**src/qbp_pkg.sv**
```systemverilog
// constants, types and rule summary for the quasi-bidirectional port block
// Functional notes
// - write strobe captures bus into port latch
// - separate latch-read and pin-read paths
// - each bit independently input or output
// - latch zero pulls low, one releases
// - alternate output ANDed with latch bit
// - second port pull-up off when analog; the boost pull-up still fires on a rise
// - first port open-drain except bus cycles
// - bus cycle routes address/data to ports
// - third port strong pull-up in bus cycles
// - read-modify-write ops read the latch
// - bit ops rewrite whole latch byte
// - plain reads return sampled pin level
// - reset after two machine cycles high; latches also load ones as soon as rst rises
// - reset loads ones into all latches
// - boost pull-up two periods after rise
package qbp_pkg;
  localparam int PORT_W    = 8;
  localparam int PORT_E_W  = 5;
  localparam int NUM_PORTS = 5;
  localparam int SEL_W     = 3;
  // machine cycle is six clocks in the fast mode
  localparam int CLK_PER_MC   = 6;
  localparam int RST_MC       = 2;
  localparam int RST_CYC      = CLK_PER_MC * RST_MC;
  localparam int BOOST_CYC    = 2;
  localparam int CNT_W        = 4;
  localparam logic [CNT_W-1:0] BOOST_LOAD = 4'h2;
  localparam logic [CNT_W-1:0] RST_LOAD   = 4'hc;
  localparam logic [PORT_W-1:0] LATCH_RST = 8'hff;
  localparam logic [SEL_W-1:0] PORT_A = 3'h0;
  localparam logic [SEL_W-1:0] PORT_B = 3'h1;
  localparam logic [SEL_W-1:0] PORT_C = 3'h2;
  localparam logic [SEL_W-1:0] PORT_D = 3'h3;
  localparam logic [SEL_W-1:0] PORT_E = 3'h4;

  typedef enum logic [1:0] {
    QBP_NOP,
    QBP_WRITE,
    QBP_READ,
    QBP_RMW
  } qbp_op_t;
endpackage : qbp_pkg

```
**src/qbp_port_if.sv**
```systemverilog
// carrier between the port core and the driver slice of one quasi-bidirectional port
`timescale 1ns/10ps
interface qbp_port_if #(parameter int W = 8);
  logic [W-1:0] latchQ;
  logic [W-1:0] altOut;
  logic [W-1:0] pullOff;
  logic [W-1:0] pinLowOe;
  logic [W-1:0] pinHighOe;
  logic [W-1:0] boostOn;
  modport core (output latchQ, output altOut, output pullOff,
                input pinLowOe, input pinHighOe, input boostOn);
  modport drv  (input latchQ, input altOut, input pullOff,
                output pinLowOe, output pinHighOe, output boostOn);
endinterface : qbp_port_if

```
**src/qbp_port_block.sv**
```systemverilog
// five-port latch block with latch and pin read paths and bus override
`timescale 1ns/10ps
module qbp_port_block
  import qbp_pkg::*;
#(
  parameter int W   = PORT_W,
  parameter int EW  = PORT_E_W
) (
  input  wire logic                    clk,
  input  wire logic                    rst,
  input  wire qbp_pkg::qbp_op_t        cpuOp,
  input  wire logic [qbp_pkg::SEL_W-1:0] cpuSel,
  input  wire logic                    cpuBitOp,
  input  wire logic [2:0]              cpuBitIdx,
  input  wire logic                    cpuBitVal,
  input  wire logic [W-1:0]            cpuWrData,
  output      logic [W-1:0]            cpuRdData,
  output      logic                    devRst,
  input  wire logic                    busCycle,
  input  wire logic [W-1:0]            busAddrData,
  input  wire logic [W-1:0]            busAddrHigh,
  input  wire logic [W-1:0]            altOutB,
  input  wire logic [W-1:0]            altOutD,
  input  wire logic [EW-1:0]           altOutE,
  input  wire logic [W-1:0]            analogSelB,
  input  wire logic [W-1:0]            pinAIn,
  output      logic [W-1:0]            pinAOut,
  output      logic [W-1:0]            pinAOe,
  input  wire logic [W-1:0]            pinBIn,
  output      logic [W-1:0]            pinBOut,
  output      logic [W-1:0]            pinBOe,
  output      logic [W-1:0]            pinBBoost,
  input  wire logic [W-1:0]            pinCIn,
  output      logic [W-1:0]            pinCOut,
  output      logic [W-1:0]            pinCOe,
  output      logic [W-1:0]            pinCBoost,
  input  wire logic [W-1:0]            pinDIn,
  output      logic [W-1:0]            pinDOut,
  output      logic [W-1:0]            pinDOe,
  output      logic [W-1:0]            pinDBoost,
  input  wire logic [EW-1:0]           pinEIn,
  output      logic [EW-1:0]           pinEOut,
  output      logic [EW-1:0]           pinEOe,
  output      logic [EW-1:0]           pinEBoost
);
  import qbp_pkg::*;

  // ********************************************************
  // reset qualification
  // ********************************************************
  // reset pin arrives from outside: three flops, then a stable count
  logic             rstS1_ff;
  logic             rstS2_ff;
  logic             rstS3_ff;
  logic [CNT_W-1:0] rstCnt_ff;
  logic             devRst_ff;
  logic             rstHigh;

  always_ff @(posedge clk) begin
    rstS1_ff <= rst;
    rstS2_ff <= rstS1_ff;
    rstS3_ff <= rstS2_ff;
  end
  assign rstHigh = rstS2_ff & rstS3_ff;

  // asynchronous flop reset would make the two-cycle qualification moot;
  // only the reset counter and devRst use the qualified level
  always_ff @(posedge clk) begin
    if (!rstHigh) begin
      rstCnt_ff <= '0;
      devRst_ff <= 1'b0;
    end else if (rstCnt_ff == RST_LOAD) begin
      devRst_ff <= 1'b1;
    end else begin
      rstCnt_ff <= rstCnt_ff + 4'h1;
    end
  end
  assign devRst = devRst_ff;

  // ********************************************************
  // pin sampling
  // ********************************************************
  logic [NUM_PORTS*W-1:0] pinRaw;
  logic [NUM_PORTS*W-1:0] pinS1_ff;
  logic [NUM_PORTS*W-1:0] pinS2_ff;
  logic [NUM_PORTS*W-1:0] pinS3_ff;
  logic [NUM_PORTS*W-1:0] pinVal_ff;

  assign pinRaw = {{(W-EW){1'b0}}, pinEIn, pinDIn, pinCIn, pinBIn, pinAIn};

  always_ff @(posedge clk or posedge rst) begin
    if (rst) begin
      pinS1_ff  <= '0;
      pinS2_ff  <= '0;
      pinS3_ff  <= '0;
      pinVal_ff <= '0;
    end else begin
      pinS1_ff <= pinRaw;
      pinS2_ff <= pinS1_ff;
      pinS3_ff <= pinS2_ff;
      // a bit moves only once second and third stage agree
      pinVal_ff <= (pinS2_ff & pinS3_ff) | (pinVal_ff & (pinS2_ff | pinS3_ff));
    end
  end

  // ********************************************************
  // port latches
  // ********************************************************
  logic [W-1:0] latch_ff [NUM_PORTS];
  logic [W-1:0] latchSel;
  logic [W-1:0] pinSel;
  logic [W-1:0] bitMask;
  logic [W-1:0] bitByte;
  logic [W-1:0] newByte;
  logic         wrHit;
  logic         validSel;

  function automatic logic [W-1:0] decodeBit(input logic [2:0] idx);
    decodeBit = {{(W-1){1'b0}}, 1'b1} << idx;
  endfunction : decodeBit

  assign validSel = (cpuSel <= PORT_E);
  assign latchSel = validSel ? latch_ff[cpuSel] : '0;
  // out-of-range select reads zero instead of past the vector
  assign pinSel   = validSel ? pinVal_ff[cpuSel*W +: W] : '0;
  assign bitMask  = decodeBit(cpuBitIdx);
  // whole latch byte read, one bit changed, byte written back
  assign bitByte  = (latchSel & ~bitMask) | ({W{cpuBitVal}} & bitMask);
  assign newByte  = cpuBitOp ? bitByte : cpuWrData;
  assign wrHit    = validSel & ((cpuOp == QBP_WRITE) | (cpuOp == QBP_RMW));

  genvar p;
  generate
    for (p = 0; p < NUM_PORTS; p++) begin : g_latch
      always_ff @(posedge clk or posedge rst) begin
        if (rst) begin
          latch_ff[p] <= LATCH_RST;
        end else if (devRst_ff) begin
          latch_ff[p] <= LATCH_RST;
        end else if (wrHit && cpuSel == SEL_W'(p)) begin
          latch_ff[p] <= newByte;
        end
      end
      // the reload during devRst wins over any write
      port_write_a: assert property (
        @(posedge clk) disable iff (rst)
        (wrHit && !cpuBitOp && cpuSel == SEL_W'(p) && !devRst_ff)
        |=> latch_ff[p] == $past(cpuWrData))
        else $error("port latch missed write");
    end
  endgenerate

  // ********************************************************
  // read paths
  // ********************************************************
  logic [W-1:0] nxt_rdData;
  logic [W-1:0] rdData_ff;
  // rmw ops read latch, plain reads see the pin
  assign nxt_rdData = (cpuOp == QBP_RMW) ? latchSel :
                      (cpuOp == QBP_READ) ? pinSel : rdData_ff;

  always_ff @(posedge clk or posedge rst) begin
    if (rst) begin
      rdData_ff <= '0;
    end else begin
      rdData_ff <= nxt_rdData;
    end
  end
  assign cpuRdData = rdData_ff;

  // ********************************************************
  // first port: open drain, bus drive during memory cycles
  // ********************************************************
  // software must keep off ports a and c while busCycle is high
  logic [W-1:0] aSrc;
  assign aSrc    = busCycle ? busAddrData : latch_ff[0];
  assign pinAOut = busCycle ? aSrc : '0;
  // ones driven strongly only during bus cycles, else released
  assign pinAOe  = busCycle ? {W{1'b1}} : ~aSrc;

  // ********************************************************
  // quasi-bidirectional ports
  // ********************************************************
  qbp_port_if #(.W(W))  ifB ();
  qbp_port_if #(.W(W))  ifC ();
  qbp_port_if #(.W(W))  ifD ();
  qbp_port_if #(.W(EW)) ifE ();

  assign ifB.latchQ  = latch_ff[1];
  assign ifB.altOut  = altOutB;
  assign ifB.pullOff = analogSelB;
  assign ifC.latchQ  = busCycle ? busAddrHigh : latch_ff[2];
  assign ifC.altOut  = {W{1'b1}};
  assign ifC.pullOff = '0;
  assign ifD.latchQ  = latch_ff[3];
  assign ifD.altOut  = altOutD;
  assign ifD.pullOff = '0;
  assign ifE.latchQ  = latch_ff[4][EW-1:0];
  assign ifE.altOut  = altOutE;
  assign ifE.pullOff = '0;

  qbp_quasi_drv #(.W(W))  uDrvB (.clk(clk), .rst(rst), .prt(ifB));
  qbp_quasi_drv #(.W(W))  uDrvC (.clk(clk), .rst(rst), .prt(ifC));
  qbp_quasi_drv #(.W(W))  uDrvD (.clk(clk), .rst(rst), .prt(ifD));
  qbp_quasi_drv #(.W(EW)) uDrvE (.clk(clk), .rst(rst), .prt(ifE));

  assign pinBOut   = ifB.pinHighOe;
  assign pinBOe    = ifB.pinLowOe | ifB.pinHighOe;
  assign pinBBoost = ifB.boostOn;
  assign pinCOut   = ifC.pinHighOe;
  assign pinCOe    = ifC.pinLowOe | ifC.pinHighOe;
  // strong pull-up held on for ones throughout a bus cycle
  assign pinCBoost = ifC.boostOn | (busCycle ? busAddrHigh : '0);
  assign pinDOut   = ifD.pinHighOe;
  assign pinDOe    = ifD.pinLowOe | ifD.pinHighOe;
  assign pinDBoost = ifD.boostOn;
  assign pinEOut   = ifE.pinHighOe;
  assign pinEOe    = ifE.pinLowOe | ifE.pinHighOe;
  assign pinEBoost = ifE.boostOn;

  // ********************************************************
  // checks
  // ********************************************************
  // write, bit-op and bad-select checks leave devRst cycles out: the reload there overrides writes
  latch_write_a: assert property (
    @(posedge clk) disable iff (rst)
    (cpuOp == QBP_WRITE && !cpuBitOp && cpuSel == PORT_B && !devRst_ff)
    |=> latch_ff[1] == $past(cpuWrData))
    else $error("port b latch missed write");
  bit_rmw_a: assert property (
    @(posedge clk) disable iff (rst)
    (cpuOp == QBP_RMW && cpuBitOp && cpuSel == PORT_D && !devRst_ff)
    |=> (latch_ff[3] & ~$past(bitMask)) ==
        ($past(latch_ff[3]) & ~$past(bitMask)))
    else $error("bit op disturbed other bits");
  bit_value_a: assert property (
    @(posedge clk) disable iff (rst)
    (cpuOp == QBP_RMW && cpuBitOp && cpuSel == PORT_D && !devRst_ff)
    |=> latch_ff[3][$past(cpuBitIdx)] == $past(cpuBitVal))
    else $error("bit op missed addressed bit");
  rmw_read_a: assert property (
    @(posedge clk) disable iff (rst)
    (cpuOp == QBP_RMW && cpuSel == PORT_C)
    |=> cpuRdData == $past(latch_ff[2]))
    else $error("rmw read did not use latch");
  pin_read_a: assert property (
    @(posedge clk) disable iff (rst)
    (cpuOp == QBP_READ && cpuSel == PORT_A)
    |=> cpuRdData == $past(pinVal_ff[W-1:0]))
    else $error("plain read did not use pin");
  // read data sits still between reads so software sees one value
  rd_hold_a: assert property (
    @(posedge clk) disable iff (rst)
    (cpuOp == QBP_NOP || cpuOp == QBP_WRITE)
    |=> $stable(cpuRdData))
    else $error("read data moved without a read");
  // out-of-range selects must not alias onto a real port
  bad_sel_a: assert property (
    @(posedge clk) disable iff (rst)
    (cpuSel > PORT_E && !devRst_ff)
    |=> latch_ff[0] == $past(latch_ff[0]) &&
        latch_ff[4] == $past(latch_ff[4]))
    else $error("bad select changed a latch");
  open_drain_a: assert property (
    @(posedge clk) disable iff (rst)
    !busCycle
    |-> pinAOut == '0 && pinAOe == ~latch_ff[0])
    else $error("port a not open drain");
  bus_route_a: assert property (
    @(posedge clk) disable iff (rst)
    busCycle
    |-> pinAOut == busAddrData && pinCOut == busAddrHigh)
    else $error("bus not routed to ports");
  // ones on port c get the strong pull-up for the whole bus cycle
  bus_boost_a: assert property (
    @(posedge clk) disable iff (rst)
    busCycle
    |-> (pinCBoost & busAddrHigh) == busAddrHigh)
    else $error("port c ones lack strong pull-up");
  low_side_a: assert property (
    @(posedge clk) disable iff (rst)
    (pinBOe & ~pinBOut) == ~(latch_ff[1] & altOutB))
    else $error("port b low driver wrong");
  alt_and_a: assert property (
    @(posedge clk) disable iff (rst)
    pinDOut == (latch_ff[3] & altOutD))
    else $error("port d alternate output not anded");
  // analog inputs must not see the pull-up current; the boost pull-up is not gated off
  pull_off_a: assert property (
    @(posedge clk) disable iff (rst)
    (pinBOut & analogSelB) == '0)
    else $error("pull-up left on analog pin");
  reset_load_a: assert property (
    @(posedge clk) disable iff (rst)
    devRst_ff
    |=> latch_ff[0] == LATCH_RST && latch_ff[4] == LATCH_RST)
    else $error("reset did not set latches");
  reset_qual_a: assert property (
    @(posedge clk)
    !rstHigh |=> !devRst_ff)
    else $error("reset taken without level");
  reset_take_a: assert property (
    @(posedge clk)
    (rstHigh && rstCnt_ff == RST_LOAD) |=> devRst_ff)
    else $error("qualified reset not taken");
endmodule : qbp_port_block

```
**src/qbp_quasi_drv.sv**
```systemverilog
// driver slice for one quasi-bidirectional port with transition boost
`timescale 1ns/10ps
module qbp_quasi_drv
  import qbp_pkg::*;
#(
  parameter int W = 8
) (
  input wire logic    clk,
  input wire logic    rst,
  qbp_port_if.drv     prt
);
  import qbp_pkg::*;

  logic [W-1:0] effOut;
  logic [W-1:0] prevOut_ff;

  assign effOut = prt.latchQ & prt.altOut;
  // each bit has its own driver, no shared direction
  assign prt.pinLowOe = ~effOut;
  // weak pull-up modelled as high drive unless pull-up is switched off
  assign prt.pinHighOe = effOut & ~prt.pullOff;

  always_ff @(posedge clk or posedge rst) begin
    if (rst) begin
      prevOut_ff <= LATCH_RST[W-1:0];
    end else begin
      prevOut_ff <= effOut;
    end
  end

  genvar g;
  generate
    for (g = 0; g < W; g++) begin : g_boost
      logic [CNT_W-1:0] cnt_ff;
      logic             rise;
      assign rise = effOut[g] & ~prevOut_ff[g];
      always_ff @(posedge clk or posedge rst) begin
        if (rst) begin
          cnt_ff <= '0;
        end else if (rise) begin
          // rise covers the first period itself, the counter the rest
          cnt_ff <= BOOST_LOAD - 4'h1;
        end else if (cnt_ff != '0) begin
          cnt_ff <= cnt_ff - 4'h1;
        end
      end
      assign prt.boostOn[g] = rise | (cnt_ff != '0);
      boost_len_a: assert property (
        @(posedge clk) disable iff (rst)
        rise |-> prt.boostOn[g] [*2] ##1 !prt.boostOn[g])
        else $error("boost not exactly two periods");
    end
  endgenerate

  low_drive_a: assert property (@(posedge clk) disable iff (rst)
    (prt.pinLowOe == ~(prt.latchQ & prt.altOut)))
    else $error("low driver mismatches latch");
endmodule : qbp_quasi_drv

```
**config.mk**
```make
export PLATFORM = sky130hd
export DESIGN_NAME = qbp_port_block
export DESIGN_NICKNAME = d
export VERILOG_FILES = /design/src/qbp_pkg.sv /design/src/qbp_port_if.sv /design/src/qbp_port_block.sv /design/src/qbp_quasi_drv.sv
export SDC_FILE = /design/constraint.sdc
export NUM_CORES = 1
export LEC_CHECK = 0
export CORE_ASPECT_RATIO = 1.1
export CORE_MARGIN = 2
export CORE_UTILIZATION = 29
export DETAILED_ROUTE_END_ITERATION = 16
export DONT_BUFFER_PORTS = 1
export SETUP_SLACK_MARGIN = 0.15
export SLEW_MARGIN = 20
export SYNTH_ARGS = -nofsm -noshare
export SYNTH_HDL_FRONTEND = slang
export SYNTH_SLANG_ARGS = --single-unit
```
**constraint.sdc**
```tcl
create_clock -name clk -period 12.7 [get_ports clk]
set_clock_uncertainty 0.2 [all_clocks]
set_input_delay 2.54 -clock clk [delete_from_list [all_inputs] [get_ports clk]]
set_output_delay 2.54 -clock clk [all_outputs]
set_load 0.01 [all_outputs]
```
# == Word level (Yosys, flattened, before mapping) ==
# Cells that the tools add are included.
# word_totals
regBits,352
inputBits,103
out_inout_bits,112
word_cells,355
# classes
addsub,30
magnitude_cmp,2
eq_ne,8
shifts,2
mux,81
n_bitwise,114
n_reduce_logical,70
# op_table
op,count
$mux W4,58
$mux W8,22
$reduce_bool A4 Y1,29
$sub A4 B1 Y4 const B,29
$reduce_bool A2 Y1,35
$not A8 Y8,6
$and A40 B37 Y40,1
$and A8 B8 Y8,5
$or A37 B40 Y40,1
$or A8 B8 Y8,5
$shiftx A40 B7 Y8,1
$and A37 B37 Y37,1
$or A37 B37 Y37,1
$and A1 B1 Y1,31
$or A1 B1 Y1,30
$not A1 Y1,29
$bmux W8 S3,1
$shl A1 B3 Y8 const A,1
$eq A3 B2 Y1 const B,2
$and A5 B5 Y5,1
$logic_and A1 B1 Y1,5
$not A5 Y5,1
$or A5 B5 Y5,1
$add A4 B1 Y4 const B,1
other kinds (9),10

# == Logic depth before layout (Yosys ltp) ==
# logic_depth
ltp_word,10
depth_mapped,7
ltp_nobuf,6

# == By module ==
# A second synthesis with hierarchy kept.
# hier_totals
hier_cells,1362
hier_area_um2,15730.1
# by_module_without_submodules
mod,instances,cells_each,area_per_inst_um2,seq_area_each_um2
qbp_port_block,1,570,7704.9,5114.9
qbp_quasi_drv at uDrvC ...,2,218,2217.1,1011.0
qbp_quasi_drv at uDrvB,1,219,2207.1,1011.0
qbp_quasi_drv at uDrvE,1,137,1383.8,631.9

# == Worst setup path after synthesis ==
# Ideal clock, no wire load.
# synth_path
path_kind,input to output
startpoint,input busCycle
endpoint,output pinCBoost[0]
arrival_ps,3568
t_required_ps,9960
slack_ps,6392
stages,5
path_buffers,2
cell_sequence,buf_2 -> buf_2 -> mux2i_1 -> nor2_1 -> a211o_1
# synth_between
elab_chain_len,4
elab_cells_between_ends,5
classes_between,mux: 2; bitwise: 3
# synth_lines
item,line_no,rtl
start: declaration,qbp_port_block.sv:19,"input wire logic busCycle,"
$mux W8,qbp_port_block.sv:192,assign ifC.latchQ = busCycle ? busAddrHigh : latch_ff[2];
$and A1 B1 Y1,qbp_quasi_drv.sv:36,assign rise = effOut[g] & ~prevOut_ff[g];
$or A1 B1 Y1,qbp_quasi_drv.sv:47,assign prt.boostOn[g] = rise | (cnt_ff != '0);
$or A8 B8 Y8 (*),qbp_port_block.sv:213,assign pinCBoost = ifC.boostOn | (busCycle ? busAddrHigh : '0);
end: declaration,qbp_port_block.sv:36,"output logic [W-1:0] pinCBoost,"
# Mark *: on every way between the ends. The rest lies on a longest branch, timed or not.

# == Worst setup path in the final report ==
# layout_path
startpoint,input busCycle
endpoint,output pinCBoost[2]
# The elaborated chain is that of the path after synthesis.

==> run metrics <==
Synth-to-Final Area Change=13.0%; vias per cell=4.61; Worst-Margin Slew=1.04 ns; top-count cell post-synth=dfrtp_1; Post-CTS Resized=0; Max clock buf depth=3; status=finished clean; Fin Setup TNS=0 ns; worst relative slew slack=30.8%; standard-cell row count=88; vias in the first global route=9,895; hold_buf cts=0; Async SR Flop Fraction=97.7%; total global-route track usage=12.7%; insertion delay to the later sink of the worst-skew pair=0.55 ns; Die X=223 um; Max VDD drop=0.137 mV; DR vias=9,487; setup bufs post-CTS=0; Die ar.=54,500 um^2; Iter 0 DRT Violations=431; CP max stage cell=a211o_1; Final #Nets=1,515; YS warnings=0; Congestion Overflow GR=0; Final Hold Viols=0; main flop type after synthesis=dfrtp_1; final instance area=17,300 um^2; RSZ-0062 raised after global routing=no; Die Height=245 um; Max Cap Violations=0; EDFF count, synth=0; Power Density=219 nW/um^2; Post-synth top cells=dfrtp_1, nor2_1, a21oi_1; first-pass iteration count of the detailed router=4; first-pass GRT wire length=54,000 um; hold crit path type=flip-flop to flip-flop; Port Buffer Count=0; DRC=0; layout cells sized above 1=14.3%; synth top area cells=dfrtp_1, dfstp_2, ha_1, nand2b_1, a21oi_1; CP Launch Type=primary input; Power Total=3770 uW; Worst EP arrival=3.33 ns; TritonCTS buffer count=40; Seq/Total Area, Yosys=57.5%; largest net degree at the start of global routing=126; initial antenna violation count=1; FF-to-FF path depth=4; CP Data Required Time=9.96 ns; CP Class=primary input to output port; crit path max fanout=33; Distinct cells, synth=51; Ports=215; #FFs+latches synth=349; Post-Syn Instances=1,338; final setup fails=0; Pins Over Slew Limit=0; clock-pin slew on the worst setup and hold paths=0.06 ns; CTS tree=done; Clock Tree Root=clkbuf_16; initial core utilization=29.3%; Syn Area/Cell=11.4 um^2; Yosys top cell area share=44.6%; H-tree depth=2; Worst Setup End Kind=output port; placed standard-cell area=15,900 um^2; clock sinks=349; Leak=0.00742 uW; Core ar.=52,200 um^2; final worst path period share=47.8%; minimum clock period=6.07 ns; gpl congestion=0.773; number of fillers in the final layout=5,188; WL/cell=16.6 um; Synth area leader=dfrtp_1; dpl hpwl=24,500 um; remaining antenna violation count=0; worst-path cell chain=mux2i_1 > nor2_1 > a211o_1; Multi-input gate area=5930 um^2; area occupied by registers=8780 um^2; max incr delay on CP=0.34 ns; Mapped Area=15,300 um^2; Hold Path Cell Cnt=0; Max Clock Freq=0.165 GHz; Total Routed Length=34,200 um
registers in the layout, indices dropped and copies added, names as in the netlist, 19 cells and up:
name and count:
latch_ff 19, pinS1_ff 37, pinVal_ff 37, pinS2_ff 37, pinS3_ff 37, uDrvE.g_boost.cnt_ff 20, uDrvD.g_boost.cnt_ff 32, uDrvC.g_boost.cnt_ff 32
uDrvB.g_boost.cnt_ff 32
cells by family after synthesis:
family                   count (synthesis)  synth area share (%)
AND/OR/NAND/NOR                        491                  17.8
flip-flops                             349                  57.5
AO/OA/AOI/OAI                          201                  8.69
buffers and inverters                  131                  4.17
adder cells (fa/ha/maj)                 97                  7.34
multiplexers                            38                  2.74
XOR/XNOR                                30                  1.72
other                                    1                0.0246
worst paths after layout:
check,start,to,slack [ns]
min reg2reg,rstS1_ff,rstS2_ff,0.13
max reg2reg,devRst,ifB.latchQ[0],10.30
max,busCycle,pinCBoost[2],6.63
min,rstS1_ff,rstS2_ff,0.13
min in group asynchronous,rst,pinVal_ff[14],1.80
max in group asynchronous,rst,uDrvD.g_boost[1].cnt_ff[2],8.28
area by class of cell:
class,count,share of cell area [%]
Multi-Input combinational cell,878,34.4
Tap cell,675,4.90
Sequential cell,349,50.9
Inverter,80,1.78
Timing Repair Buffer,3,0.152
Clock buffer,55,6.66
Antenna cell,1,0.0145
Clock inverter,17,1.23
report_power, final:
part,switching (uW),leakage (uW),internal [uW]
registers,205,0.00405,1400
clock network,469,0.000674,719
logic,531,0.00270,450
stage by stage:
step / setup slack (ns) / hold WS [ns] / cells / utilization (%)
6_report: 6.63 / 0.129 / 2058 / 33.1
2_1_floorplan: 0.623 / 0.110 / 1358 / -
3_5_place_dp: 6.66 / 0.118 / 1985 / 30.4
4_1_cts: 6.67 / 0.135 / 2057 / 33.0
5_1_grt: 6.59 / 0.135 / 2057 / 33.0
3_3_place_gp: 6.69 / 0.119 / 1985 / 30.4
metal layers:
| metal | up-vias | track usage (%) | routed length, um |
|---|---|---|---|
| met1 | 4689 | 14.8 | 14000 |
| li1 | 4544 | - | - |
| met3 | 49 | 5.00 | 2800 |
| met2 | 205 | 21.1 | 16500 |
| met4 | 0 | 4.78 | 933 |
| met5 | - | 0 | 0 |
critical path, delay by kind of cell:
family | cells | cell delay [ns]
AOI/OAI and AO/OA | 1 | 0.34
and+or+nand+nor | 1 | 0.14
muxes | 1 | 0.28
layout by cell type (no fill, tap or decap), drive strengths merged, types with 16 or more instances in the layout:
cell,instances
dfrtp,272
nor2,111
a21oi,103
nand2b,102
inv,85
nor3,80
dfstp,69
ha,60
clkbuf,55
nand3b,40
or2,38
maj3,37
nand2,36
mux2i,35
a211oi,35
xnor2,30
or3,29
o21ai,24
and2,21
conb,21
nor2b,16
(Power assumes the default switching activity.)
